===== src/pkg/cawd_pkg.sv =====
// constants for the counter array watchdog: register addresses, field positions, reset values
// assumes an 8-bit special function register port driven by the cpu core
package cawd_pkg;

  // special function register addresses
  localparam logic [7:0] ADDR_CONTROL_STATUS = 8'hd8;
  localparam logic [7:0] ADDR_MODE = 8'hd9;
  localparam logic [7:0] ADDR_COUNTER_LOW = 8'he9;
  localparam logic [7:0] ADDR_COUNTER_HIGH = 8'hf9;
  localparam logic [7:0] ADDR_MODULE_FOUR_MODE = 8'hde;
  localparam logic [7:0] ADDR_MODULE_FOUR_OFFSET = 8'hfe;
  localparam logic [7:0] ADDR_MODULE_FOUR_HIGH_COMPARE = 8'hff;

  // control/status field positions
  localparam int CS_OVERFLOW_FLAG = 7;
  localparam int CS_COUNTER_RUN = 6;
  localparam int CS_MODULE_FOUR_MATCH = 4;

  // mode register field positions
  localparam int MD_IDLE_SUSPEND = 7;
  localparam int MD_WATCHDOG_ENABLE = 6;
  localparam int MD_WATCHDOG_LOCK = 5;
  localparam int MD_CLOCK_SOURCE_LSB = 1;
  localparam int MD_OVERFLOW_IRQ_ENABLE = 0;

  // module mode register field positions
  localparam int MM_COMPARATOR_ENABLE = 6;
  localparam int MM_MATCH_ENABLE = 3;
  localparam int MM_MATCH_IRQ_ENABLE = 0;

  // values after reset
  localparam logic [7:0] RESET_CONTROL_STATUS = 8'h00;
  localparam logic [7:0] RESET_MODE = 8'h40;
  localparam logic [7:0] RESET_MODULE_MODE = 8'h00;
  localparam logic [7:0] RESET_BYTE = 8'h00;
  localparam logic [15:0] RESET_COUNTER = 16'h0000;

  // prescaler divide counts for the system clock sources
  localparam logic [3:0] DIVIDE_TWELVE = 4'hc;
  localparam logic [3:0] DIVIDE_FOUR = 4'h4;
  localparam logic [3:0] RESET_DIVIDER = 4'h0;

  typedef enum logic [2:0] {
    cawd_src_div12 = 3'h0,
    cawd_src_div4 = 3'h1,
    cawd_src_timer0 = 3'h2,
    cawd_src_external = 3'h3,
    cawd_src_sysclk = 3'h4,
    cawd_src_osc_div8 = 3'h5
  } cawd_clk_src_t;

endpackage


===== src/hdl/cawd_flag.sv =====
// one sticky status flag: hardware sets it, software writes it
// assumes set and write strobes are synchronous to clock
`timescale 1ns/1ns
`default_nettype none
module cawd_flag (
  input wire logic clock,
  input wire logic resetn,
  input wire logic ce,
  input wire logic set,
  input wire logic write,
  input wire logic write_value,
  output logic q
);
  import cawd_pkg::*;

  // hardware set beats a software clear in the same cycle so no event is lost
  always_ff @(posedge clock or negedge resetn) begin
    if (!resetn) begin
      q <= 1'b0;
    end else if (ce) begin
      if (set) begin
        q <= 1'b1;
      end else if (write) begin
        q <= write_value;
      end
    end
  end
endmodule
`default_nettype wire


===== src/hdl/cawd_prescaler.sv =====
// array clock prescaler: one tick per array clock, chosen by the clock source field
// assumes timer0_overflow and external_tick are single-cycle pulses on clock
`timescale 1ns/1ns
`default_nettype none
module cawd_prescaler (
  input wire logic clock,
  input wire logic resetn,
  input wire logic ce,
  input wire cawd_pkg::cawd_clk_src_t source,
  input wire logic timer0_overflow,
  input wire logic external_tick,
  input wire logic oscillator_tick,
  output logic tick
);
  import cawd_pkg::*;

  logic [3:0] divider;
  logic [3:0] limit;
  logic wrap;

  assign limit = (source == cawd_src_div4) ? DIVIDE_FOUR : DIVIDE_TWELVE;
  assign wrap = (divider == limit - 4'h1);

  // free running so the divide-twelve tick keeps its phase across source changes that avoid divide four
  always_ff @(posedge clock or negedge resetn) begin
    if (!resetn) begin
      divider <= RESET_DIVIDER;
    end else if (ce) begin
      divider <= wrap ? RESET_DIVIDER : divider + 4'h1;
    end
  end

  always_comb begin
    case (source)
      cawd_src_div12: tick = wrap;
      cawd_src_div4: tick = wrap;
      cawd_src_timer0: tick = timer0_overflow;
      cawd_src_external: tick = external_tick;
      cawd_src_sysclk: tick = 1'b1;
      default: tick = oscillator_tick;
    endcase
  end
endmodule
`default_nettype wire


===== src/hdl/cawd_watchdog.sv =====
// counter array watchdog: shared 16-bit counter, module four compare/watchdog, control registers
// assumes a cpu special function register port with one-cycle write and read strobes
//
// Operation
// - watchdog on forces the counter to run
// - watchdog on blocks counter byte writes
// - watchdog on freezes clock source, idle suspend
// - watchdog on forces module four software timer
// - watchdog on blocks module four mode writes
// - run bit writes cannot stop watchdog counter
// - run bit reads back software value only
// - with watchdog on, high compare write loads counter high plus offset
// - reset on low overflow with high match
// - with watchdog on, writing one to match flag forces reset
// - timeout is offset times 256 plus remainder
// - enable bit or lock bit enables watchdog
// - lock holds enable until reset; else enable clears
// - reset: watchdog on, divide twelve, zero offset
// - idle suspend pauses counter during cpu idle
// - overflow flag sets on wrap, sticky, interrupt
// - run bit stops or runs counter normally
// - match flags set by hardware, never auto-cleared
// - unused control bit reads zero, ignores writes
// - mode register layout and address
// - low compare write clears, high sets comparator enable
`timescale 1ns/1ns
`default_nettype none
module cawd_watchdog (
  input wire logic clock,
  input wire logic resetn,
  input wire logic ce,
  input wire logic [7:0] sfr_addr,
  input wire logic [7:0] sfr_wdata,
  input wire logic sfr_write,
  input wire logic sfr_read,
  output logic [7:0] sfr_rdata,
  input wire logic cpu_idle,
  input wire logic timer0_overflow,
  input wire logic external_tick,
  input wire logic oscillator_tick,
  input wire logic [3:0] module_match_event,
  input wire logic [3:0] module_irq_enable,
  output logic watchdog_reset,
  output logic array_interrupt
);
  import cawd_pkg::*;

  // register state
  logic counter_run;
  logic idle_suspend;
  logic watchdog_enable;
  logic watchdog_lock;
  cawd_clk_src_t clock_source_select;
  logic overflow_irq_enable;
  logic [7:0] module_four_mode_register;
  logic [7:0] module_four_offset;
  logic [7:0] module_four_high_compare;
  logic [15:0] counter;
  logic counter_overflow_flag;
  logic [4:0] module_match_flag;

  // decode
  logic wr_control;
  logic wr_mode;
  logic wr_low;
  logic wr_high;
  logic wr_module_mode;
  logic wr_offset;
  logic wr_high_compare;

  // datapath
  logic watchdog_on;
  logic array_tick;
  logic counting;
  logic [15:0] next_counter;
  logic low_overflow;
  logic full_overflow;
  logic watchdog_expire;
  logic watchdog_force;
  logic comparator_enable;
  logic match_enable;
  logic module_four_match;
  logic [7:0] next_rdata;

  always_comb begin
    wr_control = 1'b0;
    wr_mode = 1'b0;
    wr_low = 1'b0;
    wr_high = 1'b0;
    wr_module_mode = 1'b0;
    wr_offset = 1'b0;
    wr_high_compare = 1'b0;
    if (sfr_write) begin
      if (sfr_addr == ADDR_CONTROL_STATUS) begin
        wr_control = 1'b1;
      end else if (sfr_addr == ADDR_MODE) begin
        wr_mode = 1'b1;
      end else if (sfr_addr == ADDR_COUNTER_LOW) begin
        wr_low = 1'b1;
      end else if (sfr_addr == ADDR_COUNTER_HIGH) begin
        wr_high = 1'b1;
      end else if (sfr_addr == ADDR_MODULE_FOUR_MODE) begin
        wr_module_mode = 1'b1;
      end else if (sfr_addr == ADDR_MODULE_FOUR_OFFSET) begin
        wr_offset = 1'b1;
      end else if (sfr_addr == ADDR_MODULE_FOUR_HIGH_COMPARE) begin
        wr_high_compare = 1'b1;
      end
    end
  end

  assign watchdog_on = watchdog_enable | watchdog_lock;

  cawd_prescaler u_prescaler (
    .clock(clock),
    .resetn(resetn),
    .ce(ce),
    .source(clock_source_select),
    .timer0_overflow(timer0_overflow),
    .external_tick(external_tick),
    .oscillator_tick(oscillator_tick),
    .tick(array_tick)
  );

  // the watchdog overrides the run bit but not the idle suspend, so a suspended
  // watchdog cannot fire while the cpu sleeps
  assign counting = array_tick & (counter_run | watchdog_on)
    & ~(idle_suspend & cpu_idle);
  assign next_counter = counter + 16'h0001;
  assign low_overflow = counting & (counter[7:0] == 8'hff);
  assign full_overflow = low_overflow & (counter[15:8] == 8'hff);

  // timeout counts whole high-byte steps after the first low overflow
  assign watchdog_expire = watchdog_on & low_overflow
    & (counter[15:8] == module_four_high_compare);
  assign watchdog_force = watchdog_on & wr_control & sfr_wdata[CS_MODULE_FOUR_MATCH];

  // module four is a software timer with matching on while the watchdog holds it
  assign comparator_enable = module_four_mode_register[MM_COMPARATOR_ENABLE];
  assign match_enable = watchdog_on | module_four_mode_register[MM_MATCH_ENABLE];
  assign module_four_match = counting & comparator_enable & match_enable
    & (next_counter == {module_four_high_compare, module_four_offset});

  // counter and its byte registers
  always_ff @(posedge clock or negedge resetn) begin
    if (!resetn) begin
      counter <= RESET_COUNTER;
    end else if (ce) begin
      if (wr_low && !watchdog_on) begin
        counter[7:0] <= sfr_wdata;
      end else if (wr_high && !watchdog_on) begin
        counter[15:8] <= sfr_wdata;
      end else if (counting) begin
        counter <= next_counter;
      end
    end
  end

  // run bit keeps what software wrote, so a forced run does not show in it
  always_ff @(posedge clock or negedge resetn) begin
    if (!resetn) begin
      counter_run <= RESET_CONTROL_STATUS[CS_COUNTER_RUN];
    end else if (ce && wr_control) begin
      counter_run <= sfr_wdata[CS_COUNTER_RUN];
    end
  end

  // mode register
  always_ff @(posedge clock or negedge resetn) begin
    if (!resetn) begin
      idle_suspend <= RESET_MODE[MD_IDLE_SUSPEND];
      clock_source_select <= cawd_src_div12;
      overflow_irq_enable <= RESET_MODE[MD_OVERFLOW_IRQ_ENABLE];
    end else if (ce && wr_mode) begin
      overflow_irq_enable <= sfr_wdata[MD_OVERFLOW_IRQ_ENABLE];
      if (!watchdog_on) begin
        idle_suspend <= sfr_wdata[MD_IDLE_SUSPEND];
        clock_source_select <= cawd_clk_src_t'(sfr_wdata[MD_CLOCK_SOURCE_LSB +: 3]);
      end
    end
  end

  // the lock only ever sets; it falls only with a system reset
  always_ff @(posedge clock or negedge resetn) begin
    if (!resetn) begin
      watchdog_enable <= RESET_MODE[MD_WATCHDOG_ENABLE];
      watchdog_lock <= RESET_MODE[MD_WATCHDOG_LOCK];
    end else if (ce && wr_mode) begin
      watchdog_lock <= watchdog_lock | sfr_wdata[MD_WATCHDOG_LOCK];
      if (!watchdog_lock) begin
        watchdog_enable <= sfr_wdata[MD_WATCHDOG_ENABLE];
      end
    end
  end

  // module four mode: blocked under the watchdog, comparator enable follows byte writes
  always_ff @(posedge clock or negedge resetn) begin
    if (!resetn) begin
      module_four_mode_register <= RESET_MODULE_MODE;
    end else if (ce) begin
      if (wr_module_mode && !watchdog_on) begin
        module_four_mode_register <= sfr_wdata;
      end else if (wr_offset) begin
        module_four_mode_register[MM_COMPARATOR_ENABLE] <= 1'b0;
      end else if (wr_high_compare) begin
        module_four_mode_register[MM_COMPARATOR_ENABLE] <= 1'b1;
      end
    end
  end

  // module four compare bytes; the offset stays writable while the watchdog runs
  always_ff @(posedge clock or negedge resetn) begin
    if (!resetn) begin
      module_four_offset <= RESET_BYTE;
      module_four_high_compare <= RESET_BYTE;
    end else if (ce) begin
      if (wr_offset) begin
        module_four_offset <= sfr_wdata;
      end
      if (wr_high_compare) begin
        if (watchdog_on) begin
          // the written value is ignored; this is the watchdog refresh
          module_four_high_compare <= counter[15:8] + module_four_offset;
        end else begin
          module_four_high_compare <= sfr_wdata;
        end
      end
    end
  end

  // sticky status flags
  cawd_flag u_overflow_flag (
    .clock(clock),
    .resetn(resetn),
    .ce(ce),
    .set(full_overflow),
    .write(wr_control),
    .write_value(sfr_wdata[CS_OVERFLOW_FLAG]),
    .q(counter_overflow_flag)
  );

  cawd_flag u_module_four_flag (
    .clock(clock),
    .resetn(resetn),
    .ce(ce),
    .set(module_four_match),
    .write(wr_control),
    .write_value(sfr_wdata[CS_MODULE_FOUR_MATCH]),
    .q(module_match_flag[4])
  );

  // flags of modules zero to three are set by their own compare logic elsewhere
  genvar g;
  generate
    for (g = 0; g < 4; g = g + 1) begin : g_flag
      cawd_flag u_flag (
        .clock(clock),
        .resetn(resetn),
        .ce(ce),
        .set(module_match_event[g]),
        .write(wr_control),
        .write_value(sfr_wdata[g]),
        .q(module_match_flag[g])
      );
    end
  endgenerate

  // one-cycle reset request; the reset controller brings every register home
  always_ff @(posedge clock or negedge resetn) begin
    if (!resetn) begin
      watchdog_reset <= 1'b0;
    end else if (ce) begin
      watchdog_reset <= watchdog_expire | watchdog_force;
    end else begin
      watchdog_reset <= 1'b0;
    end
  end

  always_ff @(posedge clock or negedge resetn) begin
    if (!resetn) begin
      array_interrupt <= 1'b0;
    end else if (ce) begin
      array_interrupt <= (counter_overflow_flag & overflow_irq_enable)
        | (module_match_flag[4] & module_four_mode_register[MM_MATCH_IRQ_ENABLE])
        | (|(module_match_flag[3:0] & module_irq_enable));
    end
  end

  // read mux; unmapped addresses read zero
  always_comb begin
    next_rdata = 8'h00;
    if (sfr_addr == ADDR_CONTROL_STATUS) begin
      next_rdata = {counter_overflow_flag, counter_run, 1'b0, module_match_flag};
    end else if (sfr_addr == ADDR_MODE) begin
      next_rdata = {idle_suspend, watchdog_enable, watchdog_lock, 1'b0,
        clock_source_select, overflow_irq_enable};
    end else if (sfr_addr == ADDR_COUNTER_LOW) begin
      next_rdata = counter[7:0];
    end else if (sfr_addr == ADDR_COUNTER_HIGH) begin
      next_rdata = counter[15:8];
    end else if (sfr_addr == ADDR_MODULE_FOUR_MODE) begin
      next_rdata = module_four_mode_register;
    end else if (sfr_addr == ADDR_MODULE_FOUR_OFFSET) begin
      next_rdata = module_four_offset;
    end else if (sfr_addr == ADDR_MODULE_FOUR_HIGH_COMPARE) begin
      next_rdata = module_four_high_compare;
    end
  end

  always_ff @(posedge clock or negedge resetn) begin
    if (!resetn) begin
      sfr_rdata <= 8'h00;
    end else if (ce && sfr_read) begin
      sfr_rdata <= next_rdata;
    end
  end
endmodule
`default_nettype wire


===== config.mk =====
export PLATFORM = sky130hd
export DESIGN_NAME = cawd_watchdog
export DESIGN_NICKNAME = d
export VERILOG_FILES = /design/src/pkg/cawd_pkg.sv /design/src/hdl/cawd_flag.sv /design/src/hdl/cawd_prescaler.sv /design/src/hdl/cawd_watchdog.sv
export SDC_FILE = /design/constraint.sdc
export NUM_CORES = 1
export LEC_CHECK = 0
export BUFFER_PORTS_ARGS = -buffer_cell sky130_fd_sc_hd__buf_2
export CAP_MARGIN = 30
export CORE_MARGIN = 3
export CORE_UTILIZATION = 60
export DETAILED_ROUTE_END_ITERATION = 6
export PLACE_DENSITY = 0.8
export SLEW_MARGIN = 0
export SYNTH_ARGS = -nofsm -noshare
export SYNTH_HDL_FRONTEND = slang
export SYNTH_SLANG_ARGS = --single-unit

===== constraint.sdc =====
create_clock -name clock -period 2.75 [get_ports clock]
set_input_delay 0.1375 -clock clock [delete_from_list [all_inputs] [get_ports clock]]
set_output_delay 0.1375 -clock clock [all_outputs]
set_load 0.05 [all_outputs]

==> flow_summary.rst <==
.. list-table::
   :header-rows: 1

   * - Metric
     - Value
   * - Initial core utilization
     - 63.6%
   * - Vias in the first global route
     - around 4,000
   * - Hold path endpoint
     - array_interrupt
   * - Total core area
     - 7450 µm²
   * - Routability cong.
     - about 0.96
   * - Run status
     - finished with violations
   * - Cell types occupying the most area after synthesis
     - sky130_fd_sc_hd__dfrtp_1 (35%), sky130_fd_sc_hd__mux2_2 (6.4%), sky130_fd_sc_hd__nand2_1 (5.8%)
   * - Critical register-to-register path endpoint
     - u_module_four_flag.q
   * - Synth top area share
     - between 30% and 40%
   * - Max-cap violations
     - 0
   * - Cell area after synthesis
     - 4740 µm²
   * - Total track usage
     - 33.6%
   * - Detailed router's first-iteration violation count
     - 610
   * - FILL cells
     - 612
   * - Clock skew
     - 0.0134 ns
   * - DRT Wirelength
     - 14.4 mm
   * - Power density over cell area
     - 458 nW/µm²
   * - Register clock-pin slew on the reported worst setup and hold paths
     - 0.08 ns
   * - Setup repair after global routing missed its margin
     - false
   * - Fraction of layout cells with a size suffix above 1
     - 21.3%
   * - Top-level port count
     - 43
   * - Share of the clock period used by the worst path after layout
     - 91.3%
   * - Min Tclk post-route
     - 2.51 ns
   * - Violated checks
     - design-rule violations
   * - Cell depth of the worst hold path
     - 3
   * - Post-Place Cells
     - 659
   * - Post-layout worst setup margin
     - 0.239 ns
   * - Relative slew slack
     - 45.1%
   * - Biggest area consumer among synthesized cells
     - sky130_fd_sc_hd__dfrtp_1
   * - Number of non-filler instances in the completed layout
     - 680
   * - Max stage delay on crit path
     - 0.53 ns
   * - Clock network latency to the later pin of the worst-skew pair
     - 0.36 ns
   * - Total number of vias
     - 4,443
   * - Static leakage
     - 2.50 nW
   * - Maximum root-to-sink buffer count
     - 2
   * - Start point of the critical path
     - counter[0]
   * - Final-layout setup total negative slack
     - 0 ns
   * - Hold Vio Cnt, Final
     - 0
   * - Vias per std cell
     - 6.53
   * - HPWL after detailed placement
     - 10.3 mm
   * - Floorplan row count
     - 31
   * - Synth-to-Final Area Change
     - 11.0%
   * - Element type at the critical path end
     - register
   * - Max Fclk
     - 398 MHz
   * - Number of levels the H-tree was split into
     - 3
   * - Cell chain of the critical path
     - ha_1, and4_1, and3_1, xnor2_1, o21ai_0, a2111oi_2, nand4_1, nand2_1
   * - Type of the worst min-delay path
     - input pin to register
   * - Dpl ws
     - 0.296 ns
   * - Maximum vdd ir drop
     - between 0.3 and 0.4 mV
   * - Start point of the worst min-delay path
     - module_irq_enable[2]
   * - Total nets after synthesis
     - 585
   * - Wire length of the first global-routing pass
     - 22.3 mm
   * - Port Buffer Count
     - 42
   * - Antenna-violating nets left
     - 0
   * - Setup fix buffers added after clock tree synthesis
     - 0
   * - Synth Instances
     - between 500 and 600
   * - Post-synthesis cell type count
     - 63
   * - Avg Synthesized Cell Area
     - 8.74 µm²
   * - Per-cell routed wire length
     - 21.1 µm
   * - First-pass DRT Iterations
     - 7
   * - Slowest stage cell on the critical path
     - sky130_fd_sc_hd__dfrtp_1
   * - Antenna violations before repair
     - 0
   * - Number of enable flip-flop cells after synthesis
     - 0
   * - Clock buffer count from CTS
     - 9
   * - Global route overflow
     - 0
   * - Combined area of the multi-input logic cells
     - 2790 µm²
   * - # clock sinks
     - 68
   * - Number of warnings printed during yosys synthesis
     - 0
   * - ANT cells
     - 0
   * - Number of nets in the finished design
     - 619
   * - Clock root buffer
     - sky130_fd_sc_hd__clkbuf_8
   * - Beginning of the worst register-to-register path
     - counter[0]
   * - Asr flop ratio synth
     - between 90% and 100%
   * - Setup Crit Path Kind
     - register to register
   * - Total Die Area
     - 9000 µm²
   * - Width of the chip
     - 94.9 µm
   * - Vertical extent of the die
     - between 90 and 100 µm
   * - Seq/Total Area, Yosys
     - 35.9%
   * - Pins Over Slew Limit
     - 0
   * - Register-to-register setup slack
     - approximately 0.24 ns
   * - DRC violation count after routing
     - 4
   * - Maximum fanout count along the critical path
     - 8
   * - Most instantiated flip-flop cell in the synthesis netlist
     - sky130_fd_sc_hd__dfrtp_1
   * - FF+latch count, synth
     - just under 70
   * - FF/Latch Area
     - 1700 µm²
   * - Clock tree from TritonCTS
     - done
   * - Endpoints failing setup
     - 0
   * - Pin count of the biggest net entering global routing
     - 37
   * - Required @ worst endpoint
     - 3.05 ns
   * - CP arrival
     - 2.81 ns
   * - Worst R2R Path Depth
     - 8
   * - Actual transition at the worst max-transition pin
     - 0.824 ns
   * - Worst Setup Start Kind
     - register
==> state kept, by name (all words and copies together) (netlist names), 3 cells and up <==
signal	flops
clock_source_select	3
counter	16
g_flag.u_flag.q	4
module_four_high_compare	8
module_four_mode_register	8
module_four_offset	8
sfr_rdata	8
u_prescaler.divider	4
==> where the power goes <==
group	internal (mW)	leakage (nW)	switching [mW]
combinational	0.138	1.48	0.203
clock	0.517	0.110	0.434
sequential	1.05	0.909	0.0710
==> cells by family (layout without fill, tap and decap cells) <==
group	count (synthesis)	in the layout	share of synthesized area (%)
AND/OR/NAND/NOR	194	194	20.7
adder cells (fa/ha/maj)	10	10	2.80
flip-flops	68	68	35.9
AO/OA/AOI/OAI	146	146	19.3
multiplexers	48	48	11.0
buffers and inverters	48	87	5.12
XOR/XNOR	28	28	5.18
==> layout by cell type, fill, tap and decap left out, types with 4 or more instances in the layout <==
| cell | Yosys | final |
|---|---|---|
| sky130_fd_sc_hd__nand2_1 | 73 | 73 |
| sky130_fd_sc_hd__dfrtp_1 | 67 | 67 |
| sky130_fd_sc_hd__a21oi_1 | 52 | 52 |
| sky130_fd_sc_hd__o21ai_0 | 49 | 49 |
| sky130_fd_sc_hd__buf_2 | 15 | 42 |
| sky130_fd_sc_hd__nor2_1 | 32 | 32 |
| sky130_fd_sc_hd__mux2_2 | 27 | 27 |
| sky130_fd_sc_hd__mux2i_1 | 20 | 20 |
| sky130_fd_sc_hd__xor2_1 | 17 | 17 |
| sky130_fd_sc_hd__nand3_1 | 15 | 15 |
| sky130_fd_sc_hd__buf_4 | 4 | 14 |
| sky130_fd_sc_hd__nand4_1 | 13 | 13 |
| sky130_fd_sc_hd__xnor2_1 | 11 | 11 |
| sky130_fd_sc_hd__nor3_1 | 10 | 10 |
| sky130_fd_sc_hd__inv_1 | 9 | 9 |
| sky130_fd_sc_hd__a22oi_1 | 9 | 9 |
| sky130_fd_sc_hd__ha_1 | 9 | 9 |
| sky130_fd_sc_hd__clkbuf_8 | 2 | 9 |
| sky130_fd_sc_hd__and3_1 | 8 | 8 |
| sky130_fd_sc_hd__nor4_1 | 5 | 5 |
| sky130_fd_sc_hd__nor2b_1 | 5 | 5 |
| sky130_fd_sc_hd__nor3b_1 | 5 | 5 |
| sky130_fd_sc_hd__nand2b_1 | 5 | 5 |
| sky130_fd_sc_hd__a21o_1 | 5 | 5 |
| sky130_fd_sc_hd__dlygate4sd3_1 | 0 | 5 |
| sky130_fd_sc_hd__or2_2 | 4 | 4 |
| sky130_fd_sc_hd__and4_1 | 4 | 4 |
| sky130_fd_sc_hd__a21oi_2 | 4 | 4 |
==> worst max-delay path by stage <==
| stage | endpoint | slack, ns | cells past startpoint |
|---|---|---|---|
| after floorplan | u_module_four_flag.q | 0.71 | 10 |
| after global placement | u_module_four_flag.q | 0.31 | 8 |
| after detailed placement | u_module_four_flag.q | 0.30 | 8 |
| after CTS | u_module_four_flag.q | 0.27 | 8 |
| after global routing | u_module_four_flag.q | 0.04 | 8 |
| final | u_module_four_flag.q | 0.24 | 8 |
==> metal layers <==
metal  track usage, %  up-vias  share of wire, %
li1                 -     2010                 -
met1             46.5     2157                41
met2             51.1      229                47
met3             8.05       47               9.0
met4             12.4        0               3.2
met5                0        -                 0
==> final cells by class <==
type | count | area share [%]
clock buffers | 9 | 2.35
clock inverters | 7 | 1.88
inverters | 9 | 0.642
multi-input cells | 426 | 53.1
flip-flops and latches | 68 | 32.4
well taps | 99 | 2.35
repair buffers | 62 | 7.33
==> Yosys cell counts (2+ instances only) <==
master,n
sky130_fd_sc_hd__nor2b_1,5
sky130_fd_sc_hd__buf_2,15
sky130_fd_sc_hd__mux2_2,27
sky130_fd_sc_hd__and3_1,8
sky130_fd_sc_hd__or3_1,2
sky130_fd_sc_hd__nand4_1,13
sky130_fd_sc_hd__nor3b_1,5
sky130_fd_sc_hd__inv_1,9
sky130_fd_sc_hd__o21ai_0,49
sky130_fd_sc_hd__nand2b_1,5
sky130_fd_sc_hd__and4_1,4
sky130_fd_sc_hd__nor2_2,2
sky130_fd_sc_hd__o21a_1,3
sky130_fd_sc_hd__xor2_1,17
sky130_fd_sc_hd__o211ai_1,2
sky130_fd_sc_hd__ha_1,9
sky130_fd_sc_hd__nor4_1,5
sky130_fd_sc_hd__nand2_1,73
sky130_fd_sc_hd__dfrtp_1,67
sky130_fd_sc_hd__or2_2,4
sky130_fd_sc_hd__a21o_1,5
sky130_fd_sc_hd__xnor2_1,11
sky130_fd_sc_hd__o21bai_1,2
sky130_fd_sc_hd__and2_1,2
sky130_fd_sc_hd__a21oi_2,4
sky130_fd_sc_hd__a21oi_1,52
sky130_fd_sc_hd__a41oi_1,2
sky130_fd_sc_hd__a22oi_1,9
sky130_fd_sc_hd__nor3_1,10
sky130_fd_sc_hd__nor2_1,32
sky130_fd_sc_hd__a222oi_1,3
sky130_fd_sc_hd__clkbuf_1,16
sky130_fd_sc_hd__a31oi_1,3
sky130_fd_sc_hd__clkbuf_8,2
sky130_fd_sc_hd__buf_4,4
sky130_fd_sc_hd__nand3_1,15
sky130_fd_sc_hd__mux2i_1,20
==> timing repair <==
action / 4_1_cts / 5_1_grt
resized for setup: 0 / 0
hold buffers: 5 / 0
endpoints found under the hold margin: 35 / 0
==> stage by stage <==
| stage | util (%) | cell area [µm²] | hold slack [ns] | power [mW] |
|---|---|---|---|---|
| after global routing | 70.6 | 5260 | 0.153 | 2.50 |
| after detailed placement | 67.0 | 4990 | 0.275 | 1.46 |
| after global placement | 67.0 | 4990 | 0.261 | 1.44 |
| final | 70.6 | 5260 | 0.145 | 2.41 |
| after floorplan | - | 4740 | -0.158 | 1.33 |
| after CTS | 70.6 | 5260 | 0.132 | 2.41 |
==> worst max-delay path: cells and delay by family, from the launching register on <==
family,cells,cell delay [ns]
AOI/OAI and AO/OA,2,0.44
DFF,1,0.53
xor gates and xnor gates,1,0.13
and+or+nand+nor,4,0.96
adders and majority gates,1,0.39
Note: power is estimated with default switching activity, not from simulation.
